**src/hdl/nct_params.svh**
```systemverilog
// Constants of the nibble core: widths, opcodes, reset values.
// Notes on behaviour
// - Register to accumulator copies, clears carry
// - Table high/low nibble into accumulator, clears carry
// - Table address is pointer over pair zero
// - Accumulator to register, carry untouched
// - Pair immediate load, indices zero to F
// - Pair load from table, indices one to F
// - Jumps take target word; false branch skips two
// - Carry/flag branches, own opcode per page
// - Call: three words, push PC, load target
// - Return: restore PC, decrement stack pointer
// - Status test sets flag on match
// - AND register; carry from both bit threes
// - AND table nibble; carry from bit 7/3
// - AND immediate; carry from both bit threes
// - Same-index bank registers form one pair
`ifndef NCT_PARAMS_SVH
`define NCT_PARAMS_SVH
`define NCT_W_INSTR 16
`define NCT_W_PC 9
`define NCT_W_ROMPTR 1
`define NCT_W_TBL 10
`define NCT_W_SP 2
`define NCT_NREG 16
`define NCT_PC_RST 9'h000
`define NCT_SP_RST 2'h0
`define NCT_NIB_RST 4'h0
`define NCT_NIB_ONES 4'hF
`define NCT_IDX_ZERO 4'h0
// Twelve-bit groups whose low nibble is a register index
`define NCT_G_MOVE_ACC_B0 12'hFFE
`define NCT_G_MOVE_ACC_B1 12'hFEE
`define NCT_G_MOVE_B0_ACC 12'hE5E
`define NCT_G_MOVE_B1_ACC 12'hE4E
`define NCT_G_PAIR_IMM 12'hE6E
`define NCT_G_PAIR_TBL 12'hE7E
`define NCT_G_AND_B0 12'hFBE
`define NCT_G_AND_B1 12'hFAE
`define NCT_G_STATUS_REG 12'hE3E
// Whole-word opcodes
`define NCT_OP_MOVE_TBL_HI 16'hFEF0
`define NCT_OP_MOVE_TBL_LO 16'hFFF0
`define NCT_OP_MOVE_IMM 16'hFFF1
`define NCT_OP_AND_TBL_HI 16'hFAF0
`define NCT_OP_AND_TBL_LO 16'hFBF0
`define NCT_OP_AND_IMM 16'hFBF1
`define NCT_OP_JUMP_P0 16'hE8F1
`define NCT_OP_JUMP_P1 16'hE9F1
`define NCT_OP_BCS_P0 16'hECF1
`define NCT_OP_BCS_P1 16'hEAF1
`define NCT_OP_BCC_P0 16'hEDF1
`define NCT_OP_BCC_P1 16'hEBF1
`define NCT_OP_BFS_P0 16'hEEF1
`define NCT_OP_BFS_P1 16'hF0F1
`define NCT_OP_BFC_P0 16'hEFF1
`define NCT_OP_BFC_P1 16'hF1F1
`define NCT_OP_CALL_PFX 16'hE6F2
`define NCT_OP_RETURN 16'hE8F2
`define NCT_OP_STATUS_IMM 16'hE3F1
`define NCT_OP_STANDBY 16'hE2F1
`define NCT_OP_ALL_ONES 16'hFAF3
`endif

```
**src/hdl/nct_pkg.sv**
```systemverilog
// Types shared by the nibble core and its bench.
`default_nettype none
`include "nct_params.svh"
package nct_pkg;
  typedef enum logic {NCT_FETCH, NCT_OPERAND} nct_state_e;
  typedef struct packed {
    logic [`NCT_W_PC-1:0] pc;
    logic [`NCT_W_SP-1:0] sp;
    logic [`NCT_W_PC-1:0] address_stack_reg;
    logic [3:0]           acc;
    logic                 carry;
    logic                 flag;
  } nct_core_s;
endpackage
`default_nettype wire

```
**src/hdl/nct_core.sv**
```systemverilog
// Nibble core: transfers, table reads, branches, call/return, status test, AND.
`default_nettype none
`include "nct_params.svh"
module nct_core (
  input  wire logic                     MCLK_I,
  input  wire logic                     RST_N_I,
  output logic      [`NCT_W_PC-1:0]     PC_O,
  input  wire logic [`NCT_W_INSTR-1:0]  INSTR_I,
  output logic      [`NCT_W_PC-1:0]     TBL_ADDR_O,
  input  wire logic [`NCT_W_TBL-1:0]    TBL_DATA_I,
  input  wire logic [`NCT_W_ROMPTR-1:0] ROM_PTR_I,
  input  wire logic [3:0]               STATUS_I,
  output nct_pkg::nct_core_s            CORE_O
);
  import nct_pkg::*;

  function automatic logic grp_is(input logic [`NCT_W_INSTR-1:0] w, input logic [11:0] g);
    return w[15:4] == g;
  endfunction

  function automatic logic op_is(input logic [`NCT_W_INSTR-1:0] w,
                                 input logic [`NCT_W_INSTR-1:0] c);
    return w == c;
  endfunction

  nct_state_e              state;
  nct_state_e              next_state;
  logic [`NCT_W_INSTR-1:0] op;
  logic [`NCT_W_INSTR-1:0] next_op;
  logic                    call_q;
  logic                    next_call;
  logic [`NCT_W_PC-1:0]    pc;
  logic [`NCT_W_PC-1:0]    next_pc;
  logic [`NCT_W_PC-1:0]    address_stack_reg;
  logic [`NCT_W_PC-1:0]    next_asr;
  logic [`NCT_W_SP-1:0]    sp;
  logic [`NCT_W_SP-1:0]    next_sp;
  logic [3:0]              acc;
  logic [3:0]              next_acc;
  logic                    cy;
  logic                    next_cy;
  logic                    flag;
  logic                    next_flag;
  logic [3:0]              bank0 [`NCT_NREG];
  logic [3:0]              bank1 [`NCT_NREG];
  logic                    wr_b0;
  logic                    wr_b1;
  logic [3:0]              wr_d0;
  logic [3:0]              wr_d1;

  wire [3:0] idx    = INSTR_I[3:0];
  wire [7:0] opnd8  = INSTR_I[7:0];
  wire [3:0] opnd4  = INSTR_I[3:0];
  wire [3:0] tbl_hi = TBL_DATA_I[7:4];
  wire [3:0] tbl_lo = TBL_DATA_I[3:0];
  wire [3:0] reg_b0 = bank0[idx];
  wire [3:0] reg_b1 = bank1[idx];
  // Pair zero joins bank 1 over bank 0
  wire [7:0] pair0 = {bank1[`NCT_IDX_ZERO], bank0[`NCT_IDX_ZERO]};
  assign TBL_ADDR_O = {ROM_PTR_I, pair0};

  // First-word decode
  wire f_mov_b0  = grp_is(INSTR_I, `NCT_G_MOVE_ACC_B0);
  wire f_mov_b1  = grp_is(INSTR_I, `NCT_G_MOVE_ACC_B1);
  wire f_st_b0   = grp_is(INSTR_I, `NCT_G_MOVE_B0_ACC);
  wire f_st_b1   = grp_is(INSTR_I, `NCT_G_MOVE_B1_ACC);
  wire f_pimm    = grp_is(INSTR_I, `NCT_G_PAIR_IMM);
  wire f_ptbl    = grp_is(INSTR_I, `NCT_G_PAIR_TBL);
  wire f_and_b0  = grp_is(INSTR_I, `NCT_G_AND_B0);
  wire f_and_b1  = grp_is(INSTR_I, `NCT_G_AND_B1);
  wire f_sts_reg = grp_is(INSTR_I, `NCT_G_STATUS_REG);
  wire f_tbl_hi  = op_is(INSTR_I, `NCT_OP_MOVE_TBL_HI);
  wire f_tbl_lo  = op_is(INSTR_I, `NCT_OP_MOVE_TBL_LO);
  wire f_atbl_hi = op_is(INSTR_I, `NCT_OP_AND_TBL_HI);
  wire f_atbl_lo = op_is(INSTR_I, `NCT_OP_AND_TBL_LO);
  wire f_ret     = op_is(INSTR_I, `NCT_OP_RETURN);
  wire f_callpfx = op_is(INSTR_I, `NCT_OP_CALL_PFX);
  wire f_allones = op_is(INSTR_I, `NCT_OP_ALL_ONES);
  wire f_jmp     = op_is(INSTR_I, `NCT_OP_JUMP_P0) | op_is(INSTR_I, `NCT_OP_JUMP_P1);
  wire f_branch  = op_is(INSTR_I, `NCT_OP_BCS_P0) | op_is(INSTR_I, `NCT_OP_BCS_P1)
                 | op_is(INSTR_I, `NCT_OP_BCC_P0) | op_is(INSTR_I, `NCT_OP_BCC_P1)
                 | op_is(INSTR_I, `NCT_OP_BFS_P0) | op_is(INSTR_I, `NCT_OP_BFS_P1)
                 | op_is(INSTR_I, `NCT_OP_BFC_P0) | op_is(INSTR_I, `NCT_OP_BFC_P1);
  // Any opcode that carries a second word
  wire f_two     = f_pimm | f_jmp | f_branch
                 | op_is(INSTR_I, `NCT_OP_MOVE_IMM) | op_is(INSTR_I, `NCT_OP_AND_IMM)
                 | op_is(INSTR_I, `NCT_OP_STATUS_IMM) | op_is(INSTR_I, `NCT_OP_STANDBY);

  // Second-word decode on the latched opcode
  wire o_page1 = op_is(op, `NCT_OP_JUMP_P1) | op_is(op, `NCT_OP_BCS_P1)
               | op_is(op, `NCT_OP_BCC_P1) | op_is(op, `NCT_OP_BFS_P1)
               | op_is(op, `NCT_OP_BFC_P1);
  wire o_jmp   = op_is(op, `NCT_OP_JUMP_P0) | op_is(op, `NCT_OP_JUMP_P1);
  wire o_taken = o_jmp
               | ((op_is(op, `NCT_OP_BCS_P0) | op_is(op, `NCT_OP_BCS_P1)) & cy)
               | ((op_is(op, `NCT_OP_BCC_P0) | op_is(op, `NCT_OP_BCC_P1)) & ~cy)
               | ((op_is(op, `NCT_OP_BFS_P0) | op_is(op, `NCT_OP_BFS_P1)) & flag)
               | ((op_is(op, `NCT_OP_BFC_P0) | op_is(op, `NCT_OP_BFC_P1)) & ~flag);
  wire [`NCT_W_PC-1:0] target = {o_page1, opnd8};
  wire [`NCT_W_PC-1:0] pc_inc = pc + `NCT_W_PC'(1);
  wire [3:0]           op_idx = op[3:0];

  always_comb begin
    next_state = NCT_FETCH;
    next_op    = op;
    next_call  = 1'b0;
    next_pc    = pc_inc;
    next_asr   = address_stack_reg;
    next_sp    = sp;
    next_acc   = acc;
    next_cy    = cy;
    next_flag  = flag;
    wr_b0      = 1'b0;
    wr_b1      = 1'b0;
    wr_d0      = acc;
    wr_d1      = acc;
    case (state)
      NCT_FETCH: begin
        next_op   = INSTR_I;
        next_call = f_callpfx | (call_q & f_jmp);
        if (f_two) begin
          next_state = NCT_OPERAND;
        end
        if (f_mov_b0 | f_mov_b1) begin
          next_acc = f_mov_b0 ? reg_b0 : reg_b1;
          next_cy  = 1'b0;
        end
        if (f_tbl_hi | f_tbl_lo) begin
          next_acc = f_tbl_hi ? tbl_hi : tbl_lo;
          next_cy  = 1'b0;
        end
        // Store leaves carry as it was
        wr_b0 = f_st_b0;
        wr_b1 = f_st_b1;
        // Pair zero is the pointer itself, so its table load is not decoded
        if (f_ptbl && idx != `NCT_IDX_ZERO) begin
          wr_b0 = 1'b1;
          wr_b1 = 1'b1;
          wr_d0 = tbl_lo;
          wr_d1 = tbl_hi;
        end
        if (f_and_b0 | f_and_b1) begin
          next_acc = acc & (f_and_b0 ? reg_b0 : reg_b1);
          next_cy  = acc[3] & (f_and_b0 ? reg_b0[3] : reg_b1[3]);
        end
        if (f_atbl_hi | f_atbl_lo) begin
          next_acc = acc & (f_atbl_hi ? tbl_hi : tbl_lo);
          next_cy  = acc[3] & (f_atbl_hi ? TBL_DATA_I[7] : TBL_DATA_I[3]);
        end
        if (f_sts_reg) begin
          next_flag = (STATUS_I == reg_b0);
        end
        if (f_allones) begin
          next_cy = (acc == `NCT_NIB_ONES);
        end
        if (f_ret) begin
          next_pc = address_stack_reg;
          next_sp = sp - `NCT_W_SP'(1);
        end
      end
      NCT_OPERAND: begin
        if (op_is(op, `NCT_OP_MOVE_IMM)) begin
          next_acc = opnd4;
          next_cy  = 1'b0;
        end
        if (op_is(op, `NCT_OP_AND_IMM)) begin
          next_acc = acc & opnd4;
          next_cy  = acc[3] & opnd4[3];
        end
        if (op_is(op, `NCT_OP_STATUS_IMM)) begin
          next_flag = (STATUS_I == opnd4);
        end
        if (grp_is(op, `NCT_G_PAIR_IMM)) begin
          wr_b0 = 1'b1;
          wr_b1 = 1'b1;
          wr_d0 = opnd8[3:0];
          wr_d1 = opnd8[7:4];
        end
        // Not taken falls through: PC of first word plus two
        if (o_taken) begin
          next_pc = target;
        end
        if (call_q && o_jmp) begin
          next_sp  = sp + `NCT_W_SP'(1);
          next_asr = pc_inc;
        end
      end
      default: begin
        next_state = NCT_FETCH;
      end
    endcase
  end

  always_ff @(posedge MCLK_I or negedge RST_N_I) begin
    if (!RST_N_I) begin
      state  <= NCT_FETCH;
      op     <= '0;
      call_q <= 1'b0;
      pc     <= `NCT_PC_RST;
      address_stack_reg    <= `NCT_PC_RST;
      sp     <= `NCT_SP_RST;
      acc    <= `NCT_NIB_RST;
      cy     <= 1'b0;
      flag   <= 1'b0;
    end else begin
      state  <= next_state;
      op     <= next_op;
      call_q <= next_call;
      pc     <= next_pc;
      address_stack_reg    <= next_asr;
      sp     <= next_sp;
      acc    <= next_acc;
      cy     <= next_cy;
      flag   <= next_flag;
    end
  end

  // Register write index comes from the word being executed
  wire [3:0] wr_idx = (state == NCT_OPERAND) ? op_idx : idx;

  always_ff @(posedge MCLK_I or negedge RST_N_I) begin
    if (!RST_N_I) begin
      for (int i = 0; i < `NCT_NREG; i++) begin
        bank0[i] <= `NCT_NIB_RST;
        bank1[i] <= `NCT_NIB_RST;
      end
    end else begin
      if (wr_b0) begin
        bank0[wr_idx] <= wr_d0;
      end
      if (wr_b1) begin
        bank1[wr_idx] <= wr_d1;
      end
    end
  end

  assign PC_O   = pc;
  // One driver for the whole struct keeps the output a single writer
  assign CORE_O = '{pc: pc, sp: sp, address_stack_reg: address_stack_reg, acc: acc, carry: cy, flag: flag};
endmodule
`default_nettype wire

```
**config.mk**
```make
export PLATFORM = sky130hd
export DESIGN_NAME = nct_core
export DESIGN_NICKNAME = d
export VERILOG_FILES = /design/src/hdl/nct_pkg.sv /design/src/hdl/nct_core.sv
export VERILOG_INCLUDE_DIRS = /design/src /design/src/hdl
export SDC_FILE = /design/constraint.sdc
export NUM_CORES = 1
export LEC_CHECK = 0
export BUFFER_PORTS_ARGS = -buffer_cell sky130_fd_sc_hd__buf_2
export CORE_MARGIN = 2
export CORE_UTILIZATION = 40
export CTS_CLUSTER_DIAMETER = 200
export DETAILED_ROUTE_END_ITERATION = 10
export GPL_TIMING_DRIVEN = 1
export SYNTH_ARGS = -nofsm -noshare
export SYNTH_HDL_FRONTEND = slang
export SYNTH_SLANG_ARGS = --single-unit
```
**constraint.sdc**
```tcl
create_clock -name MCLK_I -period 2.8 [get_ports MCLK_I]
set_clock_uncertainty 0.05 [all_clocks]
set_input_delay 0.14 -clock MCLK_I [delete_from_list [all_inputs] [get_ports MCLK_I]]
set_output_delay 0.14 -clock MCLK_I [all_outputs]
set_load 0.03 [all_outputs]
```
Word level (Yosys, flattened, before mapping)
Cells that the tools add are included.
{"block": "totals", "register_bits": 172, "latchBits": 0, "ram_bits": 0, "rom_bits": 0, "in_bits": 33, "elab_cells": 213, "mem_count": 0}
{"block": "op_classes", "add_sub_neg": 3, "multipliers": 0, "div": 0, "magnitude_cmp": 3, "eq_ne": 54, "shifts": 0, "mux": 55, "bitwise_logic": 48, "reduce_logical": 9}
{"cell": "== test 16 bit, second input constant", "count": 34}
{"cell": "bitwise mux 64 bit", "count": 2}
{"cell": "== test 12 bit, second input constant", "count": 10}
{"cell": "two-way mux 4 bit", "count": 20}
{"cell": "binary-select mux 4 bit (select 4 bit)", "count": 2}
{"cell": "bitwise OR 1 bit", "count": 32}
{"cell": "one-hot mux 4 bit (2 select lines)", "count": 3}
{"cell": "two-way mux 9 bit", "count": 2}
{"cell": "one-hot mux 9 bit (2 select lines)", "count": 1}
{"cell": "two-way mux 1 bit", "count": 17}
{"cell": "demux 4 bit (select 4 bit)", "count": 1}
{"cell": "AND 4 bit", "count": 3}
{"cell": "greater-or-equal comparator 5 bit, second input constant", "count": 2}
{"cell": "inverter 4 -> 5 bit", "count": 2}
{"cell": "AND reduction 2 bit", "count": 5}
{"cell": "adder 9 x 1 -> 9 bit, second input constant", "count": 1}
{"cell": "AND 1 bit", "count": 8}
{"cell": "== test 4 bit", "count": 2}
{"cell": "one-hot mux 1 bit (2 select lines)", "count": 4}
{"cell": "inequality test 6 bit, second input constant", "count": 1}
{"cell": "< comparator 5 x 1 -> 1 bit, second input constant", "count": 1}
{"cell": "inequality test 5 bit, second input constant", "count": 1}
{"cell": "== test 4 bit, second input constant", "count": 1}
{"cell": "two-way mux 2 bit", "count": 2}
{"cell": "other kinds (9)", "count": 15}

Longest topological paths before layout
Gate-level depths: netlist of run 1.
{"block": "logic_depth", "depth_word": 15, "depth_mapped": 10, "mapped_depth_nobuf": 8}

Worst setup path after synthesis of run 1
OpenSTA, ideal clock, no wires.
{"block": "synth_path", "path_type": "register to register", "from": "reg op[1]", "to": "reg address_stack_reg[1]", "arrival_ps": 2389, "required_time_ps": 2625, "setup_slack_ps": 236, "stages_incl_launch_ff": 9, "period_less_slack_ps": 2564, "path_cell_list": "dfrtp_1 -> or4b_1 -> or4_1 -> buf_6 -> nor2_8 -> nand2_2 -> or4_4 -> buf_6 -> mux2_4"}
{"block": "synth_between", "elab_chain_len": 4, "word_cells_on_any_way": 5}
{"item": "start: declaration", "line": "nct_core.sv:28", "source": "logic [`NCT_W_INSTR-1:0] op;"}
{"item": "start signal: assignment", "line": "nct_core.sv:207", "source": "op <= next_op;"}
{"item": "== test 16 bit", "line": "nct_core.sv:23", "source": "return w == c;"}
{"item": "bitwise OR 1 bit (*)", "line": "nct_core.sv:93", "source": "wire o_jmp = op_is(op, `NCT_OP_JUMP_P0) | op_is(op, `NCT_OP_JUMP_P1);"}
{"item": "logical AND 1 bit (*)", "line": "nct_core.sv:183", "source": "if (call_q && o_jmp) begin"}
{"item": "AND reduction 2 bit (no line) (*)"}
{"item": "end signal: assignment", "line": "nct_core.sv:200", "source": "address_stack_reg <= `NCT_PC_RST;"}
{"item": "end signal: assignment", "line": "nct_core.sv:210", "source": "address_stack_reg <= next_asr;"}
{"item": "end: declaration", "line": "nct_core.sv:34", "source": "logic [`NCT_W_PC-1:0] address_stack_reg;"}
Mark *: on every way between the ends. The rest lies on a longest branch, timed or not.
A chain may end at the register's enable or synchronous reset.

Worst setup path in the final report of run 1
Ends and elaborated chain as after synthesis.

==> summary.txt, run 1 <==
Clock network
  – H-Tree Depth: 4
  – Root Driver: clkbuf_16
  – CTS sink count: 172
  – CTS tree: done
  – Clk_lat worst skew: 0.45 ns
  – Inserted Clock Buffers: 17
  – Clock Path Buffers: 2
  – Worst-path clk slew: 0.07 ns

Power
  – NetSw: 1.95 mW
  – Overall power: 6.13 mW
  – Max IR drop VDD: 0.435 mV
  – Sw Share: 31.9%
  – Power Dens Cells: 551 mW/mm^2
  – Internal power: 4.17 mW
  – Clock share of power: 40.5%
  – Comb power frac: 16.1%
  – Leakage: 5.11 nW
  – Flop pwr share: 43.4%

Global route
  – Number of global-route vias before repair: 6,730
  – Gr ovfl total: 0
  – Overall fraction of global-route tracks in use: 20.5%
  – First-pass GRT wire length: 38,800 um
  – Initial antenna violation count: 0
  – Largest net degree at the start of global routing: 85

Worst hold path
  – Hold crit path type: primary input to flip-flop

STA
  – Min Tclk post-route: 2.87 ns
  – Slew HR: 43.6%
  – Final setup fails: 10
  – Max Slew Vio Count: 0
  – Worst setup margin: -0.0666 ns
  – Least-Margin Pin Slew: 0.846 ns
  – RSZ-0062 raised after global routing: yes
  – Fin crit share: 102%
  – Hold Fails Final Rpt: 0
  – Hold_ws: 0.0191 ns
  – Maximum clock frequency: 349 MHz

Detailed routing
  – Initial DRC Count: 400
  – Avg Vias per Cell: 5.61
  – WL final: 24,900 um
  – Routed Antenna Nets: 0
  – DRC violations left: 0
  – Pre-antenna DRT Iters: 5
  – Vias: 6,914
  – Routed WL per cell: 20.2 um

Layout
  – Layout cells sized above 1: 40.4%
  – N_diodes: 0
  – FILL cells: 2,144
  – Largest regs: bank0 (60), bank1 (60), op (16)
  – Area growth from synthesis to final layout: 17.2%
  – Non-Filler Instances: 1,232
  – Final nets: 934

Place
  – Detailed Place HPWL: 17,400 um
  – Routability Congestion: 0.859
  – IO Port Bufs: 72
  – Post-Place Cells: 1,187

Synthesis
  – Syn_nets: 844
  – Sequential share of the synthesized area: 45.4%
  – Average cell area after synthesis: 11.7 um^2
  – Synth async-reset ratio: 100%
  – Cell Area, Synth: 0.00948 mm^2
  – Post-synth EDFFs: 0
  – Synthesized instance count: 810
  – Synth warnings: 0
  – Most used flip-flop cell after synthesis: dfrtp_1
  – Yosys reg bits: 172
  – Synth cell types: 67

Flow run
  – Max_cap viols: 0

Setup path
  – Arrival @ worst endpoint: 3.14 ns
  – Critical Path RT: 3.08 ns
  – Worst setup EP type: flip-flop
  – WS Path Type: flip-flop to flip-flop
  – CP Max Fanout: 5
  – Critical Path Source Type: flip-flop

Outcome
  – Failing checks: setup timing
  – Status: finished, violations left

Floorplan
  – Num ports: 77
  – Height of the die: 158 um
  – Initial Util: 40.5%
  – Core area: 0.0234 mm^2
  – Die ar.: 0.0250 mm^2
  – Die span in x: 158 um
  – Site Rows: 56
[final timing paths]
path | startpoint | endpoint | slack, ns | cells after the start
setup reg to reg | op[1]$_DFFE_PN0N_ | address_stack_reg[1]$_DFFE_PN0P_ | -0.07 | 7
min in group asynchronous | RST_N_I | op[12]$_DFFE_PN0N_ | 0.15 | 2
setup / recovery | op[1]$_DFFE_PN0N_ | address_stack_reg[1]$_DFFE_PN0P_ | -0.07 | 7
max in group asynchronous | RST_N_I | state$_DFF_PN0_ | 1.58 | 3
hold / removal | INSTR_I[4] | op[4]$_DFFE_PN0N_ | 0.02 | 2
hold reg to reg | sp[1]$_DFFE_PN0P_ | sp[1]$_DFFE_PN0P_ | 0.41 | 1
[timing repair]
item | 4_1_cts | 5_1_grt
hold endpoints to repair | 53 | 0
hold buffers | 7 | 0
setup endpoints to repair | 0 | 12
resized for setup | 0 | 15
buffers inserted | 0 | 3
[area by class of cell]
class | instances | area [um^2] | share of cell area [%]
Multi-Input combinational cell | 556 | 4760 | 42.8
Sequential cell | 172 | 4310 | 38.7
Timing Repair Buffer | 137 | 977 | 8.79
Clock buffer | 17 | 425 | 3.83
Tap cell | 319 | 399 | 3.59
Clock inverter | 15 | 191 | 1.72
Inverter | 16 | 60.1 | 0.540
[Yosys cell counts (6+ instances only)]
master,number,area share [%]
clkbuf_1,20,0.79
nand2b_1,12,0.79
buf_4,30,2.4
nor2_1,58,2.3
o211ai_1,17,1.3
nand4_1,7,0.46
mux2_2,142,17
mux4_2,34,8.1
o21ai_1,8,0.42
nor3_1,11,0.58
nand2_1,58,2.3
o21ai_0,31,1.6
mux2i_1,28,3.0
xnor2_1,6,0.55
nand3_1,20,1.1
o21ai_2,10,0.92
dfrtp_1,172,45
inv_1,14,0.55
a21oi_1,16,0.84
xor2_1,12,1.1
nor4_1,8,0.53
buf_2,8,0.42
[cell usage in the layout, fill, tap and decap left out, types with 3 or more instances in the layout]
cell type and n:
dfrtp_1 171, mux2_2 142, buf_2 71, nor2_1 58
nand2_1 55, buf_4 50, mux4_2 34, o21ai_0 31
mux2i_1 28, nand3_1 20, clkbuf_16 19, o211ai_1 17
a21oi_1 16, inv_1 14, xor2_1 12, nand2b_1 12
o21ai_2 12, nor3_1 10, nor4_1 8, nand4_1 7
dlygate4sd3_1 7, xnor2_1 6, o21ai_1 6, and3_1 5
inv_8 5, buf_12 5, or3_1 4, o2111ai_1 4
a21boi_0 3, or4_4 3, a211o_1 3, or4_1 3
a22oi_1 3, a31oi_1 3, o31ai_1 3, nand2_2 3
o2bb2ai_1 3, clkinv_8 3, inv_6 3
[power by group through the flow]
| stage | registers [mW] | logic [mW] | clock network [mW] |
|---|---|---|---|
| 2_1_floorplan | 2.81 | 0.611 | 0 |
| 3_3_place_gp | 2.70 | 0.969 | 0 |
| 3_5_place_dp | 2.71 | 0.976 | 0 |
| 4_1_cts | 2.66 | 0.987 | 2.52 |
| 5_1_grt | 2.67 | 1.08 | 2.63 |
| 6_report | 2.66 | 0.987 | 2.48 |
[per-stage QoR]
stage / TNS [ns] / util [%] / setup WS (ns) / cell area (um^2)
after floorplan: 0 / - / 0.236 / 9480
after global placement: 0 / 44.0 / 0.0676 / 10300
after detailed placement: 0 / 44.0 / 0.0211 / 10300
after CTS: 0 / 46.9 / 0.0316 / 11000
after global routing: -0.717 / 47.5 / -0.104 / 11100
final: -0.299 / 47.5 / -0.0666 / 11100
[critical path, stage by stage (launching register included)]
cell     delay, ns
dfrtp_1       0.39
or4b_4        0.57
or4_4         0.46
buf_12        0.16
nor2_8        0.10
nand2_4       0.07
or4_4         0.63
mux2_4        0.32
[kinds of logic after synthesis]
| family | count (synthesis) | share of synthesized area (%) |
|---|---|---|
| AOI/OAI and AO/OA | 123 | 8.76 |
| buffers and inverters | 83 | 4.97 |
| muxes | 207 | 28.3 |
| DFF | 172 | 45.4 |
| xor gates and xnor gates | 18 | 1.66 |
| adders and majority gates | 1 | 0.132 |
| and+or+nand+nor | 206 | 10.8 |
[routing by layer]
layer / share of wire (%) / global-route usage [%]
met4: 2.5 / 6.99
met5: 0 / 0
met2: 47 / 32.2
met1: 46 / 28.4
met3: 4.3 / 3.97
Note: power is estimated with default switching activity, not from simulation.
==> inputs of run 2 (changes only) <==
- TNS_END_PERCENT: default -> 10
==> run 2 against run 1 <==
The flow still finishes with violations (setup timing). Via count shrank 1.1%. Design area down 0.66%. Utilization down 0.32 points. Global-route usage unchanged. Hold slack lost 0.010 ns. Sequential cell count is the same. Sequential power barely moved. Clock power barely moved. Highest routed layer unchanged.
==> summary.txt, run 2 (synthesis results as in run 1) <==
Setup path
  – Critical Path Source Type: flip-flop
  – Worst setup EP type: flip-flop
  – Arrival @ worst endpoint: 3.15 ns (about the same)
  – WS Path Type: flip-flop to flip-flop
  – Reg-to-reg setup timing slack: -0.08 ns (about the same)
  – Critical Path RT: 3.08 ns (about the same)
  – CP Max Fanout: 10 (+5)

Place
  – Detailed Place HPWL: 17,400 um (unchanged)
  – IO Port Bufs: 72 (unchanged)
  – Setup WS pre-CTS: 0.0211 ns (unchanged)
  – Routability Congestion: 0.859 (unchanged)

STA
  – Hold Fails Final Rpt: 0 (unchanged)
  – Max Slew Vio Count: 0 (unchanged)
  – RSZ-0062 raised after global routing: yes
  – Setup TNS: -0.362 ns (-0.0633 ns)
  – Min Tclk post-route: 2.88 ns (+0.00849 ns)
  – Maximum clock frequency: 348 MHz (-0.30%)
  – Hold_ws: 0.00891 ns (-0.0102 ns)
  – Least-Margin Pin Slew: 0.832 ns (-0.0142 ns)
  – Final setup fails: 10 (unchanged)
  – Fin crit share: 103% (+0.30 points)
  – Worst setup margin: -0.0751 ns (-0.00849 ns)
  – Slew HR: 44.5% (+0.95 points)

Worst hold path
  – Hold crit path type: primary input to flip-flop

Floorplan
  – Height of the die: 158 um (unchanged)
  – Core area: 0.0234 mm^2 (unchanged)
  – Die ar.: 0.0250 mm^2 (unchanged)
  – Die span in x: 158 um (unchanged)
  – Site Rows: 56 (unchanged)
  – Num ports: 77 (unchanged)
  – Initial Util: 40.5% (unchanged)

Clock network
  – Clock Path Buffers: 2 (unchanged)
  – H-Tree Depth: 4 (unchanged)
  – CTS tree: done
  – Worst-path clk slew: 0.07 ns (about the same)
  – Inserted Clock Buffers: 17 (unchanged)
  – Root Driver: clkbuf_16
  – Clk_lat worst skew: 0.44 ns (about the same)
  – CTS sink count: 172 (unchanged)

Layout
  – Area growth from synthesis to final layout: 16.4%
  – Largest regs: bank0 (60), bank1 (60), op (16)
  – Most frequent cells in the layout: 171 x dfrtp_1, 142 x mux2_2, 71 x buf_2, 58 x nand2_1, 58 x nor2_1
  – Post-Route Utilization: 47.2% (-0.32 points)
  – Layout cells sized above 1: 39.6% (-0.86 points)
  – N_diodes: 0 (unchanged)
  – Commonest non-fill, non-tap cell in the layout: dfrtp_1
  – Final nets: 931 (-0.32%)

Detailed routing
  – Routed Antenna Nets: 0 (unchanged)
  – DRC violations left: 0 (unchanged)
  – Pre-antenna DRT Iters: 5 (unchanged)
  – Vias: 6,839 (-1.1%)
  – Routed WL per cell: 20.1 um (-0.44%)
  – Initial DRC Count: 407 (+1.8%)
  – Avg Vias per Cell: 5.56 (-0.84%)
  – WL final: 24,700 um (-0.69%)

Power
  – Max IR drop VDD: 0.435 mV (-0.19%)
  – Power Dens Cells: 554 mW/mm^2 (+0.57%)
  – Leakage: 5.05 nW (-1.0%)

Global route
  – Largest net degree at the start of global routing: 85 (unchanged)
  – Initial antenna violation count: 0 (unchanged)
  – Overall fraction of global-route tracks in use: 20.5% (unchanged)
  – Gr ovfl total: 0 (unchanged)
  – First-pass GRT wire length: 38,800 um (unchanged)
  – Number of global-route vias before repair: 6,730 (unchanged)

Flow run
  – Max_cap viols: 0 (unchanged)

Outcome
  – Status: finished, violations left
  – Failing checks: setup timing
run 2: what timing repair did:
action                                 CTS  global route
setup buffers                            0             1
endpoints found under the hold margin   53             0
setup endpoints to repair                0            12
hold buffers                             7             0
resized for setup                        0             6
run 2: final cells by class:
type | count | area [um^2]
clock inverters | 15 | 191
clock buffers | 17 | 425
fillers | 2149 | 12400
inverters | 16 | 60.1
multi-input cells | 556 | 4730
flip-flops and latches | 172 | 4310
repair buffers | 134 | 928
well taps | 319 | 399
run 2: metrics by stage:
stage / cells / total power, mW / instance area (um^2)
CTS: 1226 / 6.17 / 11000
floorplan: 810 / 3.42 / 9480
global route: 1229 / 6.38 / 11000
global placement: 1187 / 3.67 / 10300
finish: 1229 / 6.12 / 11000
detailed placement: 1187 / 3.68 / 10300
run 2: path summary, 6_finish.rpt:
check,startpoint,end,depth (start not counted)
min in group asynchronous,RST_N_I,op[12]$_DFFE_PN0N_,2
max in group asynchronous,RST_N_I,state$_DFF_PN0_,3
max,op[1]$_DFFE_PN0N_,address_stack_reg[1]$_DFFE_PN0P_,7
min,INSTR_I[4],op[4]$_DFFE_PN0N_,2
min reg2reg,sp[1]$_DFFE_PN0P_,sp[1]$_DFFE_PN0P_,1
max reg2reg,op[1]$_DFFE_PN0N_,address_stack_reg[1]$_DFFE_PN0P_,7
run 2: critical path, stage by stage, from the launching register on:
cell,delay (ns)
dfrtp_1,0.40
or4b_4,0.56
or4_4,0.43
buf_6,0.16
nor2_8,0.09
nand2_2,0.09
or4_4,0.64
mux2_4,0.32
run 2: metal layers:
| metal | routed length [um] | GRT usage (%) |
|---|---|---|
| met5 | 0 | 0 |
| met3 | 1180 | 3.97 |
| met1 | 11300 | 28.4 |
| met2 | 11500 | 32.2 |
| met4 | 701 | 6.99 |
run 2: where the power goes:
group | switching, mW | internal, mW | total (mW) | leakage, nW
clock | 1.18 | 1.30 | 2.48 | 0.303
combinational | 0.668 | 0.317 | 0.985 | 2.43
sequential | 0.101 | 2.56 | 2.66 | 2.33
